## src/shared/mfrw_pkg.sv

```systemverilog
// Constants, pin bundle and state codes for the multi-line flash read front end
package mfrw_pkg;
    localparam logic [7:0] OP_DUAL_IO = 8'hBB;
    localparam logic [7:0] OP_QUAD_IO = 8'hEB;
    localparam logic [7:0] OP_QUAD_WORD = 8'hE7;
    localparam logic [7:0] OP_SET_WRAP = 8'h77;
    localparam logic [1:0] CONT_MODE_MATCH = 2'h2;
    localparam int CONT_SEL_LSB = 4;
    localparam int WRAP_DIS_BIT = 4;
    localparam int WRAP_LEN_LSB = 5;
    localparam logic WRAP_DIS_RESET = 1'h1;
    localparam logic [1:0] WRAP_LEN_RESET = 2'h0;
    localparam logic [5:0] CMD_BITS = 6'h08;
    localparam logic [5:0] ADDR_BITS = 6'h18;
    localparam logic [5:0] MODE_BITS = 6'h08;
    localparam logic [5:0] WRAP_CFG_CLKS = 6'h20;
    localparam logic [5:0] QUAD_DUMMY_CLKS = 6'h04;
    localparam logic [5:0] WORD_DUMMY_CLKS = 6'h02;
    localparam logic [5:0] QPI_MODE_CLKS = 6'h02;
    localparam logic [5:0] QPI_DUMMY_P0 = 6'h04;
    localparam logic [5:0] QPI_DUMMY_P1 = 6'h06;
    localparam logic [5:0] QPI_DUMMY_P2 = 6'h08;
    localparam logic [5:0] QPI_DUMMY_P3 = 6'h08;
    localparam logic [1:0] LANES_1 = 2'h0;
    localparam logic [1:0] LANES_2 = 2'h1;
    localparam logic [1:0] LANES_4 = 2'h2;

    typedef struct packed {
        logic cs_n;
        logic sclk;
        logic [3:0] data;
    } mfrw_pins_s;

    typedef struct packed {
        logic dis;
        logic [1:0] len;
    } mfrw_wrap_s;

    typedef enum logic [7:0] {
        ST_IDLE = 8'h01,
        ST_CMD = 8'h02,
        ST_ADDR = 8'h04,
        ST_MODE = 8'h08,
        ST_DUMMY = 8'h10,
        ST_DATA = 8'h20,
        ST_WRAP = 8'h40,
        ST_IGNORE = 8'h80
    } mfrw_state_e;
endpackage

```

## src/verilog/mfrw_top.sv

```systemverilog
// Device-side read command front end: dual/quad IO reads, continuous mode, burst wrap
// How it works
// - Dual IO read: address and mode in two bits per clock, data out likewise
// - Reads start anywhere; address steps by one per byte while selected
// - Dual mode bits 10 make next selection start at the address
// - Other mode bits leave continuous mode; next selection needs an opcode
// - Continuous-mode reset command clears continuous state
// - Quad IO read: address, mode four bits per clock, four dummies, data
// - Quad read opcodes are only accepted while the quad enable status bit is set
// - Quad read with mode bits 10 skips the opcode next time
// - Wrap enabled in standard mode wraps inside the aligned page section
// - Four-line command mode quad IO dummies come from parameter: 4, 6, 8, 8
// - Four-line mode counts mode clocks inside dummies; continuous mode stays
// - Quad read never wraps in four-line command mode
// - Word read forces address bit zero low and uses two dummies
// - Word read with mode bits 10 skips the opcode next time
// - Wrap disable bit one disables; length bits give 8 to 64 bytes
// - Wrap setting holds for all later quad and word reads in standard command mode
// - Wrap length survives mode switch; read-parameter load may overwrite it
`timescale 1ns/1ps
module mfrw_top (
    input wire logic i_clk,
    input wire logic i_rst,
    input wire mfrw_pkg::mfrw_pins_s i_pins,
    input wire logic i_quad_lines_enable_bit,
    input wire logic i_four_line_command_mode,
    input wire logic i_cont_mode_reset,
    input wire logic [1:0] i_read_param_dummy,
    input wire logic i_read_param_load,
    input wire logic [1:0] i_read_param_wrap_len,
    input wire logic i_mem_req_ready,
    input wire logic i_mem_data_valid,
    input wire logic [7:0] i_mem_data,
    output logic [3:0] o_data_out,
    output logic [3:0] o_data_oe_n,
    output logic o_mem_req_valid,
    output logic [23:0] o_mem_addr,
    output logic o_mem_data_ready,
    output logic o_cont_mode_active,
    output mfrw_pkg::mfrw_wrap_s o_wrap_cfg
);
    mfrw_pkg::mfrw_pins_s pins_m_q, pins_q;
    logic sclk_d_q;
    mfrw_pkg::mfrw_state_e st_q;
    logic [5:0] cnt_q, last, dlen_q;
    logic [1:0] lw_q;
    logic [31:0] in_q, in_d;
    logic [7:0] cmd_q, cont_cmd_q;
    logic cont_q, wrap_act_q, fetch_on_q, pend_q;
    mfrw_pkg::mfrw_wrap_s wrap_q;
    logic [23:0] fa_q, fa_next;
    logic [7:0] wmask;
    logic [7:0] fifo_mem [0:1];
    logic wp_q, rp_q;
    logic [1:0] cnt_f_q, cnt_f_d;
    logic [7:0] sh_q;
    logic [3:0] left_q;
    logic rise, fall, sel, phase_end, push, pop, accept, mode_end;
    logic [5:0] dsel;

    // Two-stage synchroniser, third stage for edge finding
    always_ff @(posedge i_clk or posedge i_rst) begin
        if (i_rst) begin
            pins_m_q <= '{cs_n: 1'h1, sclk: 1'h0, data: 4'h0};
            pins_q <= '{cs_n: 1'h1, sclk: 1'h0, data: 4'h0};
            sclk_d_q <= 1'h0;
        end else begin
            pins_m_q <= i_pins;
            pins_q <= pins_m_q;
            sclk_d_q <= pins_q.sclk;
        end
    end

    assign sel = !pins_q.cs_n;
    assign rise = sel && pins_q.sclk && !sclk_d_q;
    assign fall = sel && !pins_q.sclk && sclk_d_q;

    always_comb begin
        unique case (lw_q)
            mfrw_pkg::LANES_4: in_d = {in_q[27:0], pins_q.data};
            mfrw_pkg::LANES_2: in_d = {in_q[29:0], pins_q.data[1:0]};
            default: in_d = {in_q[30:0], pins_q.data[0]};
        endcase
    end

    // Clocks in the present phase less one
    always_comb begin
        unique case (st_q)
            mfrw_pkg::ST_CMD: last = (mfrw_pkg::CMD_BITS >> lw_q) - 6'h01;
            mfrw_pkg::ST_ADDR: last = (mfrw_pkg::ADDR_BITS >> lw_q) - 6'h01;
            mfrw_pkg::ST_MODE: last = (mfrw_pkg::MODE_BITS >> lw_q) - 6'h01;
            mfrw_pkg::ST_DUMMY: last = dlen_q - 6'h01;
            mfrw_pkg::ST_WRAP: last = mfrw_pkg::WRAP_CFG_CLKS - 6'h01;
            default: last = 6'h3F;
        endcase
    end
    assign phase_end = rise && cnt_q == last;
    assign mode_end = phase_end && st_q == mfrw_pkg::ST_MODE;

    // Dummy clocks after the mode byte
    always_comb begin
        if (cmd_q == mfrw_pkg::OP_DUAL_IO) begin
            dsel = 6'h00;
        end else if (cmd_q == mfrw_pkg::OP_QUAD_WORD) begin
            dsel = mfrw_pkg::WORD_DUMMY_CLKS;
        end else if (!i_four_line_command_mode) begin
            dsel = mfrw_pkg::QUAD_DUMMY_CLKS;
        end else begin
            unique case (i_read_param_dummy)
                2'h0: dsel = mfrw_pkg::QPI_DUMMY_P0 - mfrw_pkg::QPI_MODE_CLKS;
                2'h1: dsel = mfrw_pkg::QPI_DUMMY_P1 - mfrw_pkg::QPI_MODE_CLKS;
                2'h2: dsel = mfrw_pkg::QPI_DUMMY_P2 - mfrw_pkg::QPI_MODE_CLKS;
                default: dsel = mfrw_pkg::QPI_DUMMY_P3 - mfrw_pkg::QPI_MODE_CLKS;
            endcase
        end
    end

    // Command sequencer
    always_ff @(posedge i_clk or posedge i_rst) begin
        if (i_rst) begin
            st_q <= mfrw_pkg::ST_IDLE;
            cnt_q <= 6'h00;
            lw_q <= mfrw_pkg::LANES_1;
            in_q <= 32'h0;
            cmd_q <= 8'h00;
            dlen_q <= 6'h00;
        end else if (!sel) begin
            st_q <= mfrw_pkg::ST_IDLE;
            cnt_q <= 6'h00;
        end else if (st_q == mfrw_pkg::ST_IDLE) begin
            if (cont_q) begin
                st_q <= mfrw_pkg::ST_ADDR;
                cmd_q <= cont_cmd_q;
                lw_q <= (cont_cmd_q == mfrw_pkg::OP_DUAL_IO) ? mfrw_pkg::LANES_2 : mfrw_pkg::LANES_4;
            end else begin
                st_q <= mfrw_pkg::ST_CMD;
                lw_q <= i_four_line_command_mode ? mfrw_pkg::LANES_4 : mfrw_pkg::LANES_1;
            end
        end else if (rise) begin
            in_q <= in_d;
            cnt_q <= phase_end ? 6'h00 : cnt_q + 6'h01;
            if (phase_end) begin
                unique case (st_q)
                    mfrw_pkg::ST_CMD: begin
                        cmd_q <= in_d[7:0];
                        st_q <= mfrw_pkg::ST_IGNORE;
                        if (in_d[7:0] == mfrw_pkg::OP_DUAL_IO && !i_four_line_command_mode) begin
                            st_q <= mfrw_pkg::ST_ADDR;
                            lw_q <= mfrw_pkg::LANES_2;
                        end else if ((in_d[7:0] == mfrw_pkg::OP_QUAD_IO || in_d[7:0] == mfrw_pkg::OP_QUAD_WORD)
                                     && i_quad_lines_enable_bit) begin
                            st_q <= mfrw_pkg::ST_ADDR;
                            lw_q <= mfrw_pkg::LANES_4;
                        end else if (in_d[7:0] == mfrw_pkg::OP_SET_WRAP && !i_four_line_command_mode) begin
                            st_q <= mfrw_pkg::ST_WRAP;
                        end
                    end
                    mfrw_pkg::ST_ADDR: st_q <= mfrw_pkg::ST_MODE;
                    mfrw_pkg::ST_MODE: begin
                        dlen_q <= dsel;
                        st_q <= (dsel == 6'h00) ? mfrw_pkg::ST_DATA : mfrw_pkg::ST_DUMMY;
                    end
                    mfrw_pkg::ST_DUMMY: st_q <= mfrw_pkg::ST_DATA;
                    mfrw_pkg::ST_WRAP: st_q <= mfrw_pkg::ST_IGNORE;
                    default: st_q <= st_q;
                endcase
            end
        end
    end

    // Continuous read state; the command's own set wins over a reset request
    always_ff @(posedge i_clk or posedge i_rst) begin
        if (i_rst) begin
            cont_q <= 1'h0;
            cont_cmd_q <= 8'h00;
        end else if (mode_end) begin
            cont_q <= in_d[mfrw_pkg::CONT_SEL_LSB +: 2] == mfrw_pkg::CONT_MODE_MATCH;
            cont_cmd_q <= cmd_q;
        end else if (i_cont_mode_reset) begin
            cont_q <= 1'h0;
        end
    end

    // Wrap setting
    always_ff @(posedge i_clk or posedge i_rst) begin
        if (i_rst) begin
            wrap_q <= '{dis: mfrw_pkg::WRAP_DIS_RESET, len: mfrw_pkg::WRAP_LEN_RESET};
        end else if (phase_end && st_q == mfrw_pkg::ST_WRAP) begin
            wrap_q.dis <= in_d[mfrw_pkg::WRAP_DIS_BIT];
            wrap_q.len <= in_d[mfrw_pkg::WRAP_LEN_LSB +: 2];
        end else if (i_read_param_load) begin
            wrap_q.len <= i_read_param_wrap_len;
        end
    end

    assign wmask = {2'h0, wrap_q.len == 2'h3, wrap_q.len[1], |wrap_q.len, 3'h7};
    assign fa_next = wrap_act_q ? {fa_q[23:8], (fa_q[7:0] & ~wmask) | ((fa_q[7:0] + 8'h01) & wmask)}
                                : fa_q + 24'h000001;
    assign accept = o_mem_req_valid && i_mem_req_ready;

    // Byte fetcher, one request outstanding
    always_ff @(posedge i_clk or posedge i_rst) begin
        if (i_rst) begin
            fetch_on_q <= 1'h0;
            wrap_act_q <= 1'h0;
            fa_q <= 24'h0;
            o_mem_req_valid <= 1'h0;
            o_mem_addr <= 24'h0;
            pend_q <= 1'h0;
        end else begin
            if (i_mem_data_valid && o_mem_data_ready) begin
                pend_q <= 1'h0;
            end
            if (!sel) begin
                fetch_on_q <= 1'h0;
                o_mem_req_valid <= 1'h0;
            end else if (phase_end && st_q == mfrw_pkg::ST_ADDR) begin
                fetch_on_q <= 1'h1;
                fa_q <= (cmd_q == mfrw_pkg::OP_QUAD_WORD) ? {in_d[23:1], 1'h0} : in_d[23:0];
                wrap_act_q <= cmd_q != mfrw_pkg::OP_DUAL_IO && !i_four_line_command_mode
                              && !wrap_q.dis;
            end else if (accept) begin
                o_mem_req_valid <= 1'h0;
                pend_q <= 1'h1;
                fa_q <= fa_next;
            end else if (fetch_on_q && !o_mem_req_valid && !pend_q && cnt_f_q < 2'h2) begin
                o_mem_req_valid <= 1'h1;
                o_mem_addr <= fa_q;
            end
        end
    end

    // Two-entry buffer between fetcher and shifter
    assign push = i_mem_data_valid && o_mem_data_ready && fetch_on_q;
    assign pop = fall && st_q == mfrw_pkg::ST_DATA && left_q == 4'h0 && cnt_f_q != 2'h0;
    always_comb begin
        cnt_f_d = cnt_f_q;
        if (!sel) begin
            cnt_f_d = 2'h0;
        end else if (push && !pop) begin
            cnt_f_d = cnt_f_q + 2'h1;
        end else if (pop && !push) begin
            cnt_f_d = cnt_f_q - 2'h1;
        end
    end

    always_ff @(posedge i_clk or posedge i_rst) begin
        if (i_rst) begin
            cnt_f_q <= 2'h0;
            wp_q <= 1'h0;
            rp_q <= 1'h0;
            o_mem_data_ready <= 1'h1;
        end else begin
            cnt_f_q <= cnt_f_d;
            o_mem_data_ready <= cnt_f_d != 2'h2;
            wp_q <= !sel ? 1'h0 : wp_q ^ push;
            rp_q <= !sel ? 1'h0 : rp_q ^ pop;
        end
    end

    always_ff @(posedge i_clk) begin
        if (push) begin
            fifo_mem[wp_q] <= i_mem_data;
        end
    end

    // Output shifter, updated on falling serial clock
    always_ff @(posedge i_clk or posedge i_rst) begin
        if (i_rst) begin
            sh_q <= 8'h00;
            left_q <= 4'h0;
            o_data_out <= 4'h0;
        end else if (!sel || st_q != mfrw_pkg::ST_DATA) begin
            left_q <= 4'h0;
        end else if (fall && (left_q != 4'h0 || pop)) begin
            if (lw_q == mfrw_pkg::LANES_4) begin
                o_data_out <= pop ? fifo_mem[rp_q][7:4] : sh_q[7:4];
                sh_q <= pop ? {fifo_mem[rp_q][3:0], 4'h0} : {sh_q[3:0], 4'h0};
                left_q <= pop ? 4'h4 : left_q - 4'h4;
            end else begin
                o_data_out <= {2'h0, pop ? fifo_mem[rp_q][7:6] : sh_q[7:6]};
                sh_q <= pop ? {fifo_mem[rp_q][5:0], 2'h0} : {sh_q[5:0], 2'h0};
                left_q <= pop ? 4'h6 : left_q - 4'h2;
            end
        end
    end

    always_ff @(posedge i_clk or posedge i_rst) begin
        if (i_rst) begin
            o_data_oe_n <= 4'hF;
        end else if (sel && st_q == mfrw_pkg::ST_DATA) begin
            o_data_oe_n <= (lw_q == mfrw_pkg::LANES_4) ? 4'h0 : 4'hC;
        end else begin
            o_data_oe_n <= 4'hF;
        end
    end

    always_ff @(posedge i_clk or posedge i_rst) begin
        if (i_rst) begin
            o_cont_mode_active <= 1'h0;
            o_wrap_cfg <= '{dis: mfrw_pkg::WRAP_DIS_RESET, len: mfrw_pkg::WRAP_LEN_RESET};
        end else begin
            o_cont_mode_active <= cont_q;
            o_wrap_cfg <= wrap_q;
        end
    end

    property p_cont_enter;
        @(posedge i_clk) disable iff (i_rst)
        mode_end && in_d[5:4] == 2'h2 |=> cont_q ##1 o_cont_mode_active;
    endproperty
    a_cont_enter: assert property (p_cont_enter) else $error("mode bits 10 did not enter continuous mode");

    property p_cont_leave;
        @(posedge i_clk) disable iff (i_rst)
        mode_end && in_d[5:4] != 2'h2 |=> !cont_q;
    endproperty
    a_cont_leave: assert property (p_cont_leave) else $error("continuous mode kept after other mode bits");

    property p_cont_reset;
        @(posedge i_clk) disable iff (i_rst)
        i_cont_mode_reset && !mode_end |=> !cont_q ##1 !o_cont_mode_active;
    endproperty
    a_cont_reset: assert property (p_cont_reset) else $error("reset command left continuous mode set");

    property p_qe_gate;
        @(posedge i_clk) disable iff (i_rst)
        phase_end && st_q == mfrw_pkg::ST_CMD && !i_quad_lines_enable_bit && in_d[7:0] == mfrw_pkg::OP_QUAD_IO
        |=> st_q == mfrw_pkg::ST_IGNORE;
    endproperty
    a_qe_gate: assert property (p_qe_gate) else $error("quad read accepted without quad enable");

    property p_linear_step;
        @(posedge i_clk) disable iff (i_rst)
        accept && !wrap_act_q && !(phase_end && st_q == mfrw_pkg::ST_ADDR) |=> fa_q == $past(o_mem_addr) + 24'h000001;
    endproperty
    a_linear_step: assert property (p_linear_step) else $error("linear read address did not step by one");

    property p_wrap_bound;
        @(posedge i_clk) disable iff (i_rst)
        accept && wrap_act_q |=> fa_q[23:6] == $past(fa_q[23:6]) && (fa_q[2:0] == $past(fa_q[2:0]) + 3'h1);
    endproperty
    a_wrap_bound: assert property (p_wrap_bound) else $error("wrapped read left its section");

    property p_qpi_nowrap;
        @(posedge i_clk) disable iff (i_rst)
        phase_end && st_q == mfrw_pkg::ST_ADDR && i_four_line_command_mode |=> !wrap_act_q;
    endproperty
    a_qpi_nowrap: assert property (p_qpi_nowrap) else $error("wrap active in four-line command mode");

    property p_word_align;
        @(posedge i_clk) disable iff (i_rst)
        phase_end && st_q == mfrw_pkg::ST_ADDR && cmd_q == mfrw_pkg::OP_QUAD_WORD |=> !fa_q[0] ##[1:20] !o_mem_addr[0];
    endproperty
    a_word_align: assert property (p_word_align) else $error("word read started on odd address");

    property p_dummy_len;
        @(posedge i_clk) disable iff (i_rst)
        mode_end && cmd_q == mfrw_pkg::OP_QUAD_IO && i_four_line_command_mode && i_read_param_dummy == 2'h1
        |=> dlen_q == 6'h04;
    endproperty
    a_dummy_len: assert property (p_dummy_len) else $error("wrong dummy count in four-line mode");

    property p_wrap_cfg;
        @(posedge i_clk) disable iff (i_rst)
        phase_end && st_q == mfrw_pkg::ST_WRAP |=> wrap_q.dis == $past(in_d[4]) ##1 o_wrap_cfg == $past(wrap_q);
    endproperty
    a_wrap_cfg: assert property (p_wrap_cfg) else $error("wrap bits not latched");

    property p_oe_quad;
        @(posedge i_clk) disable iff (i_rst)
        st_q == mfrw_pkg::ST_DATA && sel && lw_q == mfrw_pkg::LANES_4 |=> o_data_oe_n == 4'h0;
    endproperty
    a_oe_quad: assert property (p_oe_quad) else $error("quad data lines not driven");

    c_dual_read: cover property (@(posedge i_clk) disable iff (i_rst) pop && lw_q == mfrw_pkg::LANES_2);
    c_cont_skip: cover property (@(posedge i_clk) disable iff (i_rst)
        st_q == mfrw_pkg::ST_IDLE && sel && cont_q);
    c_wrap_turn: cover property (@(posedge i_clk) disable iff (i_rst) accept && wrap_act_q && fa_next[2:0] == 3'h0);
    c_wrap_set: cover property (@(posedge i_clk) disable iff (i_rst) phase_end && st_q == mfrw_pkg::ST_WRAP);
endmodule

```

## config.mk

```make
export PLATFORM = sky130hd
export DESIGN_NAME = mfrw_top
export DESIGN_NICKNAME = d
export VERILOG_FILES = /design/src/shared/mfrw_pkg.sv /design/src/verilog/mfrw_top.sv
export SDC_FILE = /design/constraint.sdc
export NUM_CORES = 1
export LEC_CHECK = 0
export BUFFER_PORTS_ARGS = -buffer_cell sky130_fd_sc_hd__buf_2
export CAP_MARGIN = 20
export CORE_UTILIZATION = 50
export DETAILED_ROUTE_END_ITERATION = 7
export PLACE_DENSITY = 0.8
export SLEW_MARGIN = 20
export SYNTH_ARGS = -nofsm -noshare
export SYNTH_HDL_FRONTEND = slang
export SYNTH_SLANG_ARGS = --single-unit
```

## constraint.sdc

```tcl
create_clock -name i_clk -period 10.85 [get_ports i_clk]
set_input_delay 0.5425 -clock i_clk [delete_from_list [all_inputs] [get_ports i_clk]]
set_output_delay 0.5425 -clock i_clk [all_outputs]
set_load 0.02 [all_outputs]
```

==> results.py <==
metrics = {
    "setup_path": {
        "path_cells": "nor3_4 -> nand4_2 -> a31oi_1 -> ha_1 -> nor2_1 -> a2111oi_0 -> o21a_1 -> a21oi_1 -> xnor2_1 -> nand4_4 -> o21ai_4 -> mux2_2",
        "end_kind": "flip-flop",
        "arrival_ns": 4.90,
        "path_max_fanout": 25,
        "max_stage_delay_ns": 0.88,
        "cp-start-kind": "flip-flop",
        "cp_slowest_cell": "o21ai_4",
        "path_class": "reg -> reg",
        "required_ns": 11.17,
    },
    "finish": {
        "nFillCells": 1334,
        "antenna_cells": 0,
        "final_common_cell": "dfrtp_1",
        "final_cell_mix": "142 x dfrtp_1, 78 x o21ai_0, 74 x nand2_1, 63 x buf_2, 55 x nor2_1",
        "syn2layout_area_growth_pct": 11.3,
        "drive_gt1_share_pct": 21.4,
        "final_nets": 853,
    },
    "synth": {
        "synth_warnings": 0,
        "synth-seq-cells": 166,
        "yosysUniqueCellTypes": 75,
        "syn_nets": 807,
        "synth-edff-count": 16,
        "yosysSeqAreaShare_pct": 50.8,
        "syn-cell-area_um2": 8360,
        "synthFlopType": "dfrtp_1",
        "synthCells": 770,
        "avgSynthCellArea_um2": 10.9,
        "async_reset_ff_share_pct": 90.4,
    },
    "floorplan": {
        "core-area_um2": 16100,
        "fp-row-count": 46,
        "ioPinCount": 64,
        "initial_core_util_pct": 51.9,
        "die-height_um": 131,
        "die_w_um": 131,
        "die_area_um2": 17200,
    },
    "clock_network": {
        "clk_pin_slew_ns": 0.07,
        "insertion_delay_ns": 0.43,
        "cts_buffers": 17,
        "postCtsSetupBuffers": 0,
        "ctsLongestPathBuffers": 2,
        "cts.hold.buffers_added": 0,
        "root_buffer": "clkbuf_16",
        "clock-sinks": 166,
        "cts_tree": "done",
        "cts_resized": 0,
        "htreeDepth": 4,
    },
    "drt": {
        "viasPerCell": 5.77,
        "drc_errors": 0,
        "dr_total_vias": 6028,
        "antenna_left": 0,
        "wl_per_cell_um": 17.0,
        "wl_um": 17700,
        "dr.pass1.iters": 5,
        "drtIter0Drc": 488,
    },
    "global_routing": {
        "grt.overflow.total": 0,
        "grt.total_usage_pct": 21.5,
        "grt_pass1_wl_um": 29600,
        "grt_max_degree": 84,
        "antenna_found_initial": 0,
        "grt_pass1_vias": 5761,
    },
    "timing": {
        "relSlewSlack_pct": 31.4,
        "setup_viol": 0,
        "fmax_mhz": 218,
        "period_needed_ns": 4.58,
        "fin_tns_setup_ns": 0,
        "period_share_pct": 42.2,
        "worstMarginPinSlew_ns": 1.03,
        "final_hold_viol_count": 0,
        "fin_ws_ns": 6.27,
        "slew_violations": 0,
        "rsz0062_at_grt": "no",
        "skew_ns": 0.00894,
    },
    "power": {
        "vdd_drop_max_uv": 120,
        "finalPower_uw": 1700,
        "leakage_uw": 0.00409,
        "p_per_area_nw_per_um2": 183,
    },
    "placed_design": {
        "post-place-ws_ns": 6.42,
        "dpl.hpwl_um": 12200,
        "gp_congestion": 0.858,
        "portBuffers": 63,
    },
    "status": {
        "status": "finished clean",
    },
    "worst_hold_path": {
        "hp-class": "in -> async",
    },
    "flow_run": {
        "maxCapViolCount": 0,
    },
}
==> power breakdown <==
| group | internal (µW) | switching (µW) |
|---|---|---|
| Clock | 302 | 272 |
| Sequential | 680 | 65.4 |
| Combinational | 140 | 240 |
==> cell families (layout without fill, tap and decap cells) <==
| family | count (synthesis) | count (layout) | share of synthesized area (%) |
|---|---|---|---|
| xor+xnor | 39 | 39 | 4.17 |
| buf+inv | 67 | 126 | 4.22 |
| flops | 166 | 166 | 50.8 |
| fa+ha+maj | 11 | 11 | 1.65 |
| simple gates | 237 | 237 | 14.7 |
| mux | 82 | 82 | 11.4 |
| compound gates | 168 | 168 | 13.1 |
==> per-stage QoR <==
stage | instances | util, % | cell area (µm²) | hold slack [ns]
after floorplan | 770 | - | 8360 | 0.331
after global placement | 1013 | 54.2 | 8730 | 0.334
after detailed placement | 1013 | 54.2 | 8730 | 0.335
after CTS | 1045 | 57.7 | 9300 | 0.200
after global routing | 1045 | 57.7 | 9300 | 0.197
final | 1045 | 57.7 | 9300 | 0.201
==> state kept, by name (all words and copies together), names as in the netlist, 4 cells and up <==
signal	flops
cmd_q	8
st_q	8
cont_cmd_q	8
o_data_out	4
fifo_mem	16
sh_q	6
cnt_q	6
pins_m_q	6
o_mem_addr	24
fa_q	24
in_q	23
pins_q	6
==> metal layers <==
layer / vias up / track usage (%) / share of wire [%]
met5: - / 0 / 0
met4: 0 / 7.62 / 1.7
met3: 30 / 4.36 / 4.6
met2: 177 / 32.2 / 47
met1: 2958 / 30.8 / 47
li1: 2863 / - / -
==> critical path: cells and delay by family, from the launching register on <==
| family | cells | cell delay, ns |
|---|---|---|
| compound gates | 5 | 1.87 |
| xor+xnor | 1 | 0.31 |
| fa+ha+maj | 1 | 0.34 |
| flops | 1 | 0.53 |
| mux | 1 | 0.42 |
| simple gates | 4 | 0.99 |
==> path summary, 6_finish.rpt <==
path                        startpoint       endpoint  slack [ns]  cells after the start
hold / removal                   i_rst  o_mem_addr[8]        0.20                      2
min in group i_clk           i_pins[5]    pins_m_q[5]        0.21                      1
setup / recovery               st_q[1]  o_mem_addr[8]        6.27                     12
max in group asynchronous        i_rst  cont_cmd_q[3]        9.52                      3
hold reg to reg            pins_m_q[3]      pins_q[3]        0.35                      0
setup reg to reg               st_q[1]  o_mem_addr[8]        6.27                     12
==> synth_stat cells, drive strengths merged (5+ instances only) <==
cell | number | share of area [%]
o21a | 5 | 0.45
xor2 | 18 | 1.9
clkbuf | 25 | 1.2
and3 | 6 | 0.48
xnor2 | 21 | 2.3
a221o | 21 | 2.5
buf | 14 | 1.7
and2 | 5 | 0.37
nand2 | 74 | 3.3
edfxtp | 16 | 5.7
nand4 | 10 | 1.1
dfstp | 8 | 2.5
mux2 | 46 | 7.0
o21ai | 81 | 5.0
inv | 28 | 1.3
nand3 | 35 | 2.1
nor2 | 58 | 2.9
mux2i | 36 | 4.3
ha | 11 | 1.6
a21oi | 26 | 1.6
o31ai | 6 | 0.54
nor3 | 14 | 1.1
dfrtp | 142 | 42
==> layout make-up <==
class / count / area (µm²) / area share [%]
Clock buffer: 17 / 425 / 4.57
Clock inverter: 15 / 141 / 1.52
Inverter: 28 / 110 / 1.18
Multi-Input combinational cell: 537 / 3770 / 40.5
Sequential cell: 166 / 4240 / 45.6
Tap cell: 216 / 270 / 2.90
Timing Repair Buffer: 66 / 342 / 3.67
Note: power is estimated with default switching activity, not from simulation.
